===== config.mk =====
export PLATFORM = sky130hd
export DESIGN_NAME = ltpc_top
export DESIGN_NICKNAME = d
export VERILOG_FILES = /design/src/logic/ltpc_pkg.sv /design/src/logic/ltpc_top.sv
export SDC_FILE = /design/constraint.sdc
export NUM_CORES = 1
export LEC_CHECK = 0
export BUFFER_PORTS_ARGS = -buffer_cell sky130_fd_sc_hd__buf_2
export CAP_MARGIN = 10
export CORE_UTILIZATION = 30
export DETAILED_ROUTE_END_ITERATION = 6
export PLACE_DENSITY = 0.64
export SETUP_SLACK_MARGIN = 0.3
export SYNTH_ARGS = -nofsm -noshare
export SYNTH_HDL_FRONTEND = slang
export SYNTH_SLANG_ARGS = --single-unit

===== constraint.sdc =====
create_clock -name clk_i -period 7.53 [get_ports clk_i]
set_clock_uncertainty 0.05 [all_clocks]
set_input_delay 0.753 -clock clk_i [delete_from_list [all_inputs] [get_ports clk_i]]
set_output_delay 0.753 -clock clk_i [all_outputs]
set_load 0.03 [all_outputs]

===== src/logic/ltpc_pkg.sv =====
package ltpc_pkg;

  // ----------------------------------------
  // bus geometry
  // ----------------------------------------
  localparam int ADDR_W = 12;
  localparam int DATA_W = 32;
  localparam int SAMPLE_W = 16;
  localparam int RESID_W = 3;
  localparam int CNT_W = 6;

  // ----------------------------------------
  // register indices, byte address = 4 * index
  // ----------------------------------------
  localparam logic [7:0] IDX_SRC_PERS = 8'hA6;
  localparam logic [7:0] IDX_STARTUP_RESID = 8'hA7;
  localparam logic [7:0] IDX_RSVD_CFG = 8'hA8;
  localparam logic [7:0] IDX_IRQ_STATUS = 8'hC0;
  localparam logic [7:0] IDX_IRQ_CLEAR = 8'hC1;
  localparam logic [7:0] IDX_IRQ_ENABLE = 8'hC2;

  // ----------------------------------------
  // field positions
  // ----------------------------------------
  localparam int SRC_LSB = 4;
  localparam int PERS_LSB = 0;
  localparam int STARTUP_BIT = 5;
  localparam int FLOOR_LSB = 2;
  localparam int CEIL_LSB = 0;
  localparam int EVT_LIGHT = 0;
  localparam int EVT_SAMPLE = 1;
  localparam int NUM_EVT = 2;

  // ----------------------------------------
  // reset values
  // ----------------------------------------
  localparam logic [7:0] RST_SRC_PERS = 8'h00;
  localparam logic [7:0] RST_STARTUP_RESID = 8'h03;
  localparam logic [7:0] RST_RSVD_CFG = 8'h01;
  localparam logic [1:0] RST_IRQ_ENABLE = 2'h0;

  // ----------------------------------------
  // persistence table
  // ----------------------------------------
  localparam logic [3:0] PERS_EVERY = 4'h0;
  localparam logic [3:0] PERS_SCALED_FROM = 4'h4;
  localparam logic [5:0] PERS_OFFSET = 6'h03;
  localparam logic [5:0] CNT_MAX = 6'h3F;

  // ----------------------------------------
  // carriers
  // ----------------------------------------
  typedef struct packed {
    logic psel;
    logic penable;
    logic pwrite;
    logic [ADDR_W-1:0] paddr;
    logic [DATA_W-1:0] pwdata;
  } ltpc_apb_req_type;

  typedef struct packed {
    logic pready;
    logic pslverr;
    logic [DATA_W-1:0] prdata;
  } ltpc_apb_rsp_type;

  typedef struct packed {
    logic done;
    logic [SAMPLE_W-1:0] mod0;
    logic [SAMPLE_W-1:0] mod1;
  } ltpc_sample_type;

endpackage


===== src/logic/ltpc_top.sv =====
// Notes on behaviour
// - A two-bit source field picks modulator zero (00, reset) or modulator one (01) for threshold checks.
// - Consecutive out-of-range samples are counted and the light event fires once the count reaches the persistence target.
// - Any in-range sample returns the persistence counter to zero.
// - Persistence 0 fires on every measurement, 1 on any out-of-range sample, 2 and 3 after that many in a row.
// - Persistence 4 to 15 needs five times (value minus three) consecutive out-of-range samples.
// - The full-startup bit, clear at reset, requests the complete start procedure for every sample.
// - The residual bit count is held at or above the floor code unless the ceiling is lower (0 to 3 bits, 0 at reset meaning off).
// - The residual bit count is held at or below the ceiling code plus one (1 to 4 bits, 4 bits at reset).
`timescale 1ns/1ns
`default_nettype none

module ltpc_top (
  // clock and reset
  input wire logic clk_i,
  input wire logic reset_n_i,
  // register bus
  input wire ltpc_pkg::ltpc_apb_req_type apb_i,
  output ltpc_pkg::ltpc_apb_rsp_type apb_o,
  // measurement side
  input wire ltpc_pkg::ltpc_sample_type sample_i,
  input wire logic [ltpc_pkg::SAMPLE_W-1:0] low_threshold_i,
  input wire logic [ltpc_pkg::SAMPLE_W-1:0] high_threshold_i,
  input wire logic [ltpc_pkg::RESID_W-1:0] residual_req_i,
  // control outputs
  output logic [1:0] compare_source_select_o,
  output logic full_startup_per_sample_o,
  output logic [ltpc_pkg::RESID_W-1:0] residual_bits_o,
  output logic light_event_o,
  output logic irq_o
);

  // ----------------------------------------
  // state
  // ----------------------------------------
  logic [7:0] src_pers_ff;
  logic [7:0] startup_resid_ff;
  logic [ltpc_pkg::NUM_EVT-1:0] status_ff;
  logic [ltpc_pkg::NUM_EVT-1:0] enable_ff;
  logic [ltpc_pkg::CNT_W-1:0] cnt_ff;
  logic pready_ff;
  logic pslverr_ff;
  logic [ltpc_pkg::DATA_W-1:0] prdata_ff;
  logic [1:0] src_ff;
  logic startup_ff;
  logic [ltpc_pkg::RESID_W-1:0] resid_ff;
  logic event_ff;
  logic irq_ff;

  // ----------------------------------------
  // bus decode
  // ----------------------------------------
  wire logic [7:0] idx = apb_i.paddr[9:2];
  wire logic addr_ok = (apb_i.paddr[1:0] == 2'h0) && (apb_i.paddr[11:10] == 2'h0);
  wire logic hit_sp = addr_ok && (idx == ltpc_pkg::IDX_SRC_PERS);
  wire logic hit_sr = addr_ok && (idx == ltpc_pkg::IDX_STARTUP_RESID);
  wire logic hit_rs = addr_ok && (idx == ltpc_pkg::IDX_RSVD_CFG);
  wire logic hit_st = addr_ok && (idx == ltpc_pkg::IDX_IRQ_STATUS);
  wire logic hit_cl = addr_ok && (idx == ltpc_pkg::IDX_IRQ_CLEAR);
  wire logic hit_en = addr_ok && (idx == ltpc_pkg::IDX_IRQ_ENABLE);
  wire logic mapped = hit_sp | hit_sr | hit_rs | hit_st | hit_cl | hit_en;
  wire logic access = apb_i.psel && apb_i.penable;
  wire logic first_access = access && !pready_ff;
  wire logic wr_now = access && pready_ff && apb_i.pwrite && mapped;
  logic [ltpc_pkg::DATA_W-1:0] rd_mux;

  always_comb begin
    if (hit_sp) begin
      rd_mux = {24'h000000, src_pers_ff};
    end else if (hit_sr) begin
      rd_mux = {24'h000000, startup_resid_ff};
    end else if (hit_rs) begin
      rd_mux = {24'h000000, ltpc_pkg::RST_RSVD_CFG};
    end else if (hit_st) begin
      rd_mux = {30'h0, status_ff};
    end else if (hit_en) begin
      rd_mux = {30'h0, enable_ff};
    end else begin
      rd_mux = 32'h00000000;
    end
  end

  // ----------------------------------------
  // apb slave, one wait state
  // ----------------------------------------
  always_ff @(posedge clk_i or negedge reset_n_i) begin
    if (!reset_n_i) begin
      pready_ff <= 1'b0;
      pslverr_ff <= 1'b0;
      prdata_ff <= 32'h00000000;
    end else begin
      pready_ff <= first_access;
      pslverr_ff <= first_access && !mapped;
      prdata_ff <= (first_access && !apb_i.pwrite) ? rd_mux : 32'h00000000;
    end
  end

  // ----------------------------------------
  // configuration registers
  // ----------------------------------------
  always_ff @(posedge clk_i or negedge reset_n_i) begin
    if (!reset_n_i) begin
      src_pers_ff <= ltpc_pkg::RST_SRC_PERS;
      startup_resid_ff <= ltpc_pkg::RST_STARTUP_RESID;
      enable_ff <= ltpc_pkg::RST_IRQ_ENABLE;
    end else begin
      if (wr_now && hit_sp) begin
        src_pers_ff <= {2'h0, apb_i.pwdata[5:0]};
      end
      if (wr_now && hit_sr) begin
        startup_resid_ff <= {2'h0, apb_i.pwdata[5], 1'b0, apb_i.pwdata[3:0]};
      end
      if (wr_now && hit_en) begin
        enable_ff <= apb_i.pwdata[ltpc_pkg::NUM_EVT-1:0];
      end
    end
  end

  // ----------------------------------------
  // fields
  // ----------------------------------------
  wire logic [1:0] src_sel = src_pers_ff[ltpc_pkg::SRC_LSB +: 2];
  wire logic [3:0] pers = src_pers_ff[ltpc_pkg::PERS_LSB +: 4];
  wire logic startup_bit = startup_resid_ff[ltpc_pkg::STARTUP_BIT];
  wire logic [1:0] floor_code = startup_resid_ff[ltpc_pkg::FLOOR_LSB +: 2];
  wire logic [1:0] ceil_code = startup_resid_ff[ltpc_pkg::CEIL_LSB +: 2];

  // ----------------------------------------
  // threshold and persistence filter
  // ----------------------------------------
  wire logic [ltpc_pkg::SAMPLE_W-1:0] sample = (src_sel == 2'h1) ? sample_i.mod1 : sample_i.mod0;
  wire logic outside = (sample < low_threshold_i) || (sample > high_threshold_i);
  wire logic [5:0] pers_ext = {2'h0, pers};
  wire logic [5:0] pers_less = pers_ext - ltpc_pkg::PERS_OFFSET;
  wire logic [5:0] target = (pers < ltpc_pkg::PERS_SCALED_FROM) ? pers_ext : ((pers_less << 2) + pers_less);
  wire logic [5:0] cnt_inc = (cnt_ff == ltpc_pkg::CNT_MAX) ? cnt_ff : (cnt_ff + 6'h01);
  wire logic every = (pers == ltpc_pkg::PERS_EVERY);
  wire logic reached = outside && (cnt_inc >= target);
  wire logic fire = sample_i.done && (every || reached);
  logic [5:0] nxt_cnt;

  always_comb begin
    if (!sample_i.done) begin
      nxt_cnt = cnt_ff;
    end else if (!outside || fire) begin
      nxt_cnt = 6'h00;
    end else begin
      nxt_cnt = cnt_inc;
    end
  end

  // ----------------------------------------
  // residual clamp
  // ----------------------------------------
  wire logic [2:0] floor_bits = {1'b0, floor_code};
  wire logic [2:0] ceil_bits = {1'b0, ceil_code} + 3'h1;
  wire logic [2:0] above_floor = (residual_req_i < floor_bits) ? floor_bits : residual_req_i;
  wire logic [2:0] nxt_resid = (above_floor > ceil_bits) ? ceil_bits : above_floor;

  // ----------------------------------------
  // interrupt status, set wins over clear
  // ----------------------------------------
  wire logic [1:0] evt_set = {sample_i.done, fire};
  wire logic [1:0] evt_clr = (wr_now && hit_cl) ? apb_i.pwdata[1:0] : 2'h0;
  wire logic [1:0] nxt_status = (status_ff & ~evt_clr) | evt_set;

  always_ff @(posedge clk_i or negedge reset_n_i) begin
    if (!reset_n_i) begin
      cnt_ff <= 6'h00;
      status_ff <= 2'h0;
      irq_ff <= 1'b0;
      event_ff <= 1'b0;
    end else begin
      cnt_ff <= nxt_cnt;
      status_ff <= nxt_status;
      irq_ff <= |(nxt_status & enable_ff);
      event_ff <= fire;
    end
  end

  always_ff @(posedge clk_i or negedge reset_n_i) begin
    if (!reset_n_i) begin
      src_ff <= 2'h0;
      startup_ff <= 1'b0;
      resid_ff <= 3'h0;
    end else begin
      src_ff <= src_sel;
      startup_ff <= startup_bit;
      resid_ff <= nxt_resid;
    end
  end

  // ----------------------------------------
  // outputs
  // ----------------------------------------
  assign apb_o.pready = pready_ff;
  assign apb_o.pslverr = pslverr_ff;
  assign apb_o.prdata = prdata_ff;
  assign compare_source_select_o = src_ff;
  assign full_startup_per_sample_o = startup_ff;
  assign residual_bits_o = resid_ff;
  assign light_event_o = event_ff;
  assign irq_o = irq_ff;

  // ----------------------------------------
  // checks
  // ----------------------------------------
  src_follow_a: assert property (@(posedge clk_i) disable iff (!reset_n_i)
    ##1 compare_source_select_o == $past(src_sel)) else $error("source select not mirrored");

  every_cycle_a: assert property (@(posedge clk_i) disable iff (!reset_n_i)
    sample_i.done && pers == 4'h0 |=> light_event_o) else $error("persistence zero did not fire");

  inrange_clear_a: assert property (@(posedge clk_i) disable iff (!reset_n_i)
    sample_i.done && !outside && pers != 4'h0 |=> cnt_ff == 6'h00 && !light_event_o) else $error("in-range kept count");

  fire_cause_a: assert property (@(posedge clk_i) disable iff (!reset_n_i)
    light_event_o |-> $past(sample_i.done) && ($past(pers) == 4'h0 || ($past(outside) && $past(cnt_ff) + 6'h01 >= $past(target))))
    else $error("event without cause");

  scaled_target_a: assert property (@(posedge clk_i) disable iff (!reset_n_i)
    pers >= 4'h4 |-> target == 6'(5 * (int'(pers) - 3))) else $error("scaled persistence target wrong");

  startup_follow_a: assert property (@(posedge clk_i) disable iff (!reset_n_i)
    ##1 full_startup_per_sample_o == $past(startup_bit)) else $error("startup bit not mirrored");

  resid_floor_a: assert property (@(posedge clk_i) disable iff (!reset_n_i)
    floor_bits <= ceil_bits |=> residual_bits_o >= $past(floor_bits)) else $error("residual under floor");

  resid_ceil_a: assert property (@(posedge clk_i) disable iff (!reset_n_i)
    ##1 residual_bits_o <= $past(ceil_bits)) else $error("residual over ceiling");

  strict_range_a: assert property (@(posedge clk_i) disable iff (!reset_n_i)
    sample_i.done && sample == low_threshold_i && sample <= high_threshold_i |=> cnt_ff == 6'h00)
    else $error("edge sample counted as outside");

  irq_level_a: assert property (@(posedge clk_i) disable iff (!reset_n_i)
    ##1 irq_o == |($past(nxt_status) & $past(enable_ff))) else $error("irq level mismatch");

endmodule

`default_nettype wire


==> results.toml, run 1 <==
[timing]
finalSetupTns_ps = 0
rsz0062_at_grt = "false"
slew_violations = 0
max_slew.worst_pin.slew_ps = 830.5
hold_viol = 0
final.setup.worst_slack_ps = 3771
maxSlewHeadroom = 0.4464
fmax_mhz = 266.0
finalCritPeriodShare = 0.4992
fin_crit_ps = 3759
setup_viol = 0

[synth]
yosys-top-cells-area = "dfrtp_1 26%, ha_1 18%, mux2_2 8.6%, buf_4 6.2%, inv_1 6.1%"
synthArstFlopShare = 1.000
yosys.area.top_type = "dfrtp_1"
netlist_area_um2 = 3387
synth_common_cells = "55 x inv_1, 48 x ha_1, 35 x dfrtp_1"
synth_edf_count = 0
synth_top_area_share = 0.2586
synth.most_common_cell = "inv_1"
synth_cell_types = 58
avgSynthCellArea_um2 = 9.105
synth_ff_type = "dfrtp_1"
synth.ff_latch_count = 37
synth_seq_area_share = 0.2741
yosys_warnings = 0
netlist_instances = 372

[final_layout]
fin_nets = 639
n_antenna_cell = 0
drive_above_1_share = 0.3143
register_area_um2 = 928.4
area_growth_pct = 21.39
multi_input_area_um2 = 2095
fin_cells = 614
n_fill_cell = 1078

[placement]
globalplace.congestion = 0.7945
portBuffers = 106
dp_hpwl_mm = 6.566
dp.cells = 606
dp_slack_ps = 3807

[critical_path]
path_buf_inv = 0
arrival_ps = 3880
r2r-end = "cnt_ff[4]"
crit_path_end = "cnt_ff[4]"
cp-start-kind = "flip-flop"
worstPathMaxFanout = 10
cp-startpoint = "src_pers_ff[2]"
crit_path_top_delay_cell = "a221oi_1"
cp_top_family = "compound AO/OA/AOI/OAI gates"
crit_cells = 13
rr_startpoint = "src_pers_ff[2]"
path_class = "reg -> reg"
end_kind = "flip-flop"
cp_data_required_time_ps = 7650
r2r_setup_slack_ps = 3770
cpPeakStageDelay_ps = 520
crit_chain = "a21o_1, xnor2_1, ha_1, a21o_1, a21oi_1, nand3_1, o21ai_0, a22oi_1, ha_1, and3_1, a221oi_1, nand3_1, o32ai_1"
rr_worst_depth = 13

[clock_network]
numCtsBuffers = 5
worstSkewPairLatency_ps = 280
cts_tree = "done"
postCtsSetupBuffers = 0
clk_path_buf_depth = 2
cts_sinks = 37
path_clk_slew_ps = 60
clock_tree.root_cell = "clkbuf_16"
postCtsHoldBufs = 0
cts-resized-gates = 0
cts-htree-levels = 2

[routing]
drt_iter0_markers = 94
drc = 0
vias_per_cell = 4.762
first_pass_iters = 4
vias = 2924
wl_per_cell_um = 12.74
wl_mm = 7.821
ant_nets = 0

[floorplan]
fp-row-count = 38
io_pins = 159
dieHeight_um = 108.3
die_w_um = 108.3
dieArea_um2 = 11720
coreArea_um2 = 10940
initial_utilization = 0.3097

[pwr]
finalPower_uw = 656.3
power.leakage_uw = 0.002250
ir_worst_vdd_mv = 0.1080
powerDensity_nw_per_um2 = 159.6

[global_routing]
grt_pass1_vias = 2779
grt_first_pass_wirelength_mm = 12.39
gr-total-overflow = 0
grt_max_degree = 38
antenna_found_initial = 0
grtUsageTotal = 0.1333

[flow_run]
cap_viol_max_count = 0

[outcome]
status = "complete, no violations"

[hold_path]
hold_path.class = "reg -> reg"
[sequential cells by signal (all words and copies together) (netlist names)]
register / cells
prdata_ff: 6
full_startup_per_sample_o: 1
compare_source_select_o: 2
pready_ff: 1
enable_ff: 2
cnt_ff: 6
src_pers_ff: 6
light_event_o: 1
irq_o: 1
pslverr_ff: 1
startup_resid_ff: 5
residual_bits_o: 3
status_ff: 2
[logic make-up (layout without fill, tap and decap cells)]
group / after synthesis / after routing / synth area share
AO/OA/AOI/OAI: 74 / 74 / 0.1456
AND/OR/NAND/NOR: 76 / 76 / 0.1267
flip-flops: 37 / 37 / 0.2741
XOR/XNOR: 7 / 7 / 0.01810
other: 1 / 26 / 0.001107
adder cells (fa/ha/maj): 49 / 49 / 0.1832
multiplexers: 36 / 36 / 0.1160
buffers and inverters: 92 / 169 / 0.1352
[metrics by stage]
| stage | utilization | cell area [µm²] | hold slack [ps] |
|---|---|---|---|
| 2_1_floorplan | - | 3481 | 320.0 |
| 3_3_place_gp | 0.3598 | 3935 | 351.5 |
| 3_5_place_dp | 0.3598 | 3935 | 353.1 |
| 4_1_cts | 0.3760 | 4111 | 374.2 |
| 5_1_grt | 0.3760 | 4111 | 399.5 |
| 6_report | 0.3760 | 4111 | 375.8 |
[routing by layer]
layer | up-vias | share of wire | track usage
li1 | 1460 | - | -
met1 | 1340 | 0.44 | 0.1689
met2 | 117 | 0.47 | 0.2357
met3 | 7 | 0.074 | 0.02049
met4 | 0 | 0.0087 | 0.03282
met5 | - | 0 | 0
[power breakdown]
group / switching [µW] / leakage (µW) / internal (µW) / total [µW]
Combinational: 120 / 0.00169 / 76.9 / 197
Clock: 79.3 / 0.0000831 / 165 / 244
Sequential: 5.61 / 0.000473 / 210 / 215
Total: 205 / 0.00225 / 452 / 656
[cell usage in the layout, fill, tap and decap left out, types with 2 or more instances in the layout]
cell type and instances:
a21oi_1 18, o21a_1 2, dfstp_2 2, inv_1 55
nand2_1 16, a21o_1 11, and3_1 2, mux2_2 26
mux2i_1 10, nand2b_1 4, o21ai_0 17, conb_1 26
nor3_1 9, dfrtp_1 35, nor4_1 2, xnor2_1 6
o22a_1 2, ha_1 48, clkbuf_16 5, nor2_1 10
or3_1 4, a22oi_1 2, or4_1 2, o32ai_1 6
a211oi_1 2, nand4_1 5, nand3_1 9, buf_2 106
nor2b_1 2
[worst min-delay path by stage]
stage / cells after the start / start / slack, ps / end
floorplan: 0 / startup_resid_ff[5] / 320 / full_startup_per_sample_o
global placement: 0 / startup_resid_ff[5] / 350 / full_startup_per_sample_o
detailed placement: 0 / startup_resid_ff[5] / 350 / full_startup_per_sample_o
CTS: 0 / startup_resid_ff[5] / 370 / full_startup_per_sample_o
global route: 0 / startup_resid_ff[5] / 400 / full_startup_per_sample_o
finish: 0 / startup_resid_ff[5] / 380 / full_startup_per_sample_o
[layout make-up]
class                   count  area share
clock buffers               6     0.03378
clock inverters             2    0.009130
inverters                  55     0.05021
multi-input cells         268      0.5094
flip-flops and latches     37      0.2258
well taps                 140     0.04261
repair buffers            106      0.1290
Note: power is estimated with default switching activity, not from simulation.
==> inputs of run 2 (changes only) <==
--- a/config.mk
+++ b/config.mk
@@ -9,7 +9,7 @@
 export CAP_MARGIN = 10
 export CORE_UTILIZATION = 30
 export DETAILED_ROUTE_END_ITERATION = 6
-export PLACE_DENSITY = 0.64
+export PLACE_DENSITY = 0.66
 export SETUP_SLACK_MARGIN = 0.3
 export SYNTH_ARGS = -nofsm -noshare
 export SYNTH_HDL_FRONTEND = slang
==> constraint.sdc (replaced) <==
create_clock -name clk_i -period 3.3 [get_ports clk_i]
set_clock_uncertainty 0.05 [all_clocks]
set_input_delay 0.33 -clock clk_i [delete_from_list [all_inputs] [get_ports clk_i]]
set_output_delay 0.33 -clock clk_i [all_outputs]
set_load 0.03 [all_outputs]
==> run 2 against run 1 <==
Net effect: utilization up 1.5 points; flip-flop and latch count unchanged; die area unchanged; clock power up 96%; sequential power up 130%.
==> results.toml, run 2 (synthesized netlist as in run 1, its figures left out) <==
[timing]
setup_viol = 0
fmax_mhz = 319.2
rsz0062_at_grt = "true"
finalCritPeriodShare = 0.9495
final.setup.worst_slack_ps = 166.8
maxSlewHeadroom = 0.4363
hold_viol = 0
slew_violations = 0
fin_crit_ps = 3133
finalSetupTns_ps = 0
max_slew.worst_pin.slew_ps = 845.5

[routing]
drt_iter0_markers = 64
wl_mm = 8.164
ant_nets = 0
wl_per_cell_um = 13.08
vias = 2969
drc = 0
first_pass_iters = 4
vias_per_cell = 4.758

[final_layout]
n_antenna_cell = 0
most-common-layout-cells = "106 x buf_2, 55 x inv_1, 46 x ha_1, 34 x dfrtp_1"
drive_above_1_share = 0.3574
reg_top3 = "cnt_ff x6, prdata_ff x6, src_pers_ff x6"
fin_nets = 649
area_growth_pct = 26.08
final_common_cell = "buf_2"

[global_routing]
grt_max_degree = 38
gr-total-overflow = 0
grt_first_pass_wirelength_mm = 12.74
met3_usage = 0.02411
grtUsageTotal = 0.1369
antenna_found_initial = 0
grt_pass1_vias = 2914
grt_util_met2 = 0.2575
use_met1 = 0.1560
gr-max-usage-layer = "met2"

[pwr]
pwr-share-seq = 0.323
p_sw_uw = 525.3
powerDensity_nw_per_um2 = 358.2
ir_worst_vdd_mv = 0.1970
power.leakage_uw = 0.002309
comb_power_share = 0.364
p_clk_frac = 0.313
intPower_uw = 1004
switching_share = 0.3435

[critical_path]
path_class = "reg -> reg"
cp_data_required_time_ps = 3440
cp-start-kind = "flip-flop"
arrival_ps = 3270
end_kind = "flip-flop"
worstPathMaxFanout = 6

[placement]
dp_hpwl_mm = 6.660
portBuffers = 106
dp_slack_ps = 13.50
globalplace.congestion = 0.8262

[flow_run]
cap_viol_max_count = 0

[outcome]
status = "complete, no violations"

[clock_network]
worstSkewPairLatency_ps = 280
clk_path_buf_depth = 2
cts-htree-levels = 2
cts_sinks = 37
path_clk_slew_ps = 60
clock_tree.root_cell = "clkbuf_16"
cts_tree = "done"
numCtsBuffers = 5

[floorplan]
initial_utilization = 0.3097
fp-row-count = 38
dieHeight_um = 108.3
dieArea_um2 = 11720
coreArea_um2 = 10940
io_pins = 159
die_w_um = 108.3

[hold_path]
hold_path.class = "in -> async"
[run 2: layout make-up]
| type | count | area [µm²] |
|---|---|---|
| repair buffers | 116 | 609.3 |
| flip-flops and latches | 37 | 929.6 |
| fillers | 1093 | 6665 |
| well taps | 140 | 175.2 |
| clock buffers | 5 | 125.1 |
| multi-input cells | 268 | 2203 |
| clock inverters | 3 | 21.27 |
| inverters | 55 | 206.4 |
[run 2: final timing paths]
check,from,end,slack (ps),depth (start not counted)
worst max-delay path,src_pers_ff[1],cnt_ff[1],170,14
worst min-delay path,reset_n_i,prdata_ff[3],90,1
worst max register to register,src_pers_ff[1],cnt_ff[1],170,14
worst min register to register,startup_resid_ff[5],full_startup_per_sample_o,360,0
max in group asynchronous,reset_n_i,src_pers_ff[1],2510,1
min in group clk_i,apb_i[44],prdata_ff[0],200,2
[run 2: timing repair]
| item | CTS | global route |
|---|---|---|
| cloned | 0 | 0 |
| buffers inserted | 5 | 1 |
| gates resized for setup | 7 | 6 |
| hold buffers | 0 | 0 |
| setup endpoints to repair | 9 | 9 |
| pin swaps | 7 | 4 |
[run 2: critical path, stage by stage, from the launching register on]
cell and delay (ps):
dfrtp_2 430, a21o_1 220, xnor2_2 180, ha_1 260, a21o_1 160, a21oi_2 180
nand3_1 80, o21ai_1 80, a22oi_1 90, ha_1 300, buf_4 150, a221oi_4 330
buf_6 160, nand3_4 110, o32ai_1 240
[run 2: through the flow]
| stage | power [µW] | hold WS (ps) | util | cells | cell area [µm²] |
|---|---|---|---|---|---|
| finish | 1529 | 94.41 | 0.3905 | 624 | 4270 |
| global route | 1618 | 165.1 | 0.3905 | 624 | 4270 |
| CTS | 1466 | 134.5 | 0.3859 | 623 | 4220 |
| detailed placement | 964.6 | 340.3 | 0.3658 | 610 | 4000 |
| global placement | 945.4 | 346.6 | 0.3658 | 610 | 4000 |
| floorplan | 839.2 | -15.59 | - | 397 | 3530 |
[run 2: per-layer routing]
metal	part of all wire	vias up	wire (µm)
li1	-	1481	-
met1	0.42	1358	3392
met2	0.49	119	4029
met3	0.074	11	604
met4	0.017	0	138
met5	0	-	0
[run 2: power by group through the flow]
stage / sequential, µW / combinational, µW / clock, µW
global route: 495 / 617 / 505
global placement: 499 / 446 / 0
CTS: 492 / 485 / 489
floorplan: 515 / 324 / 0
finish: 494 / 557 / 479
detailed placement: 500 / 464 / 0
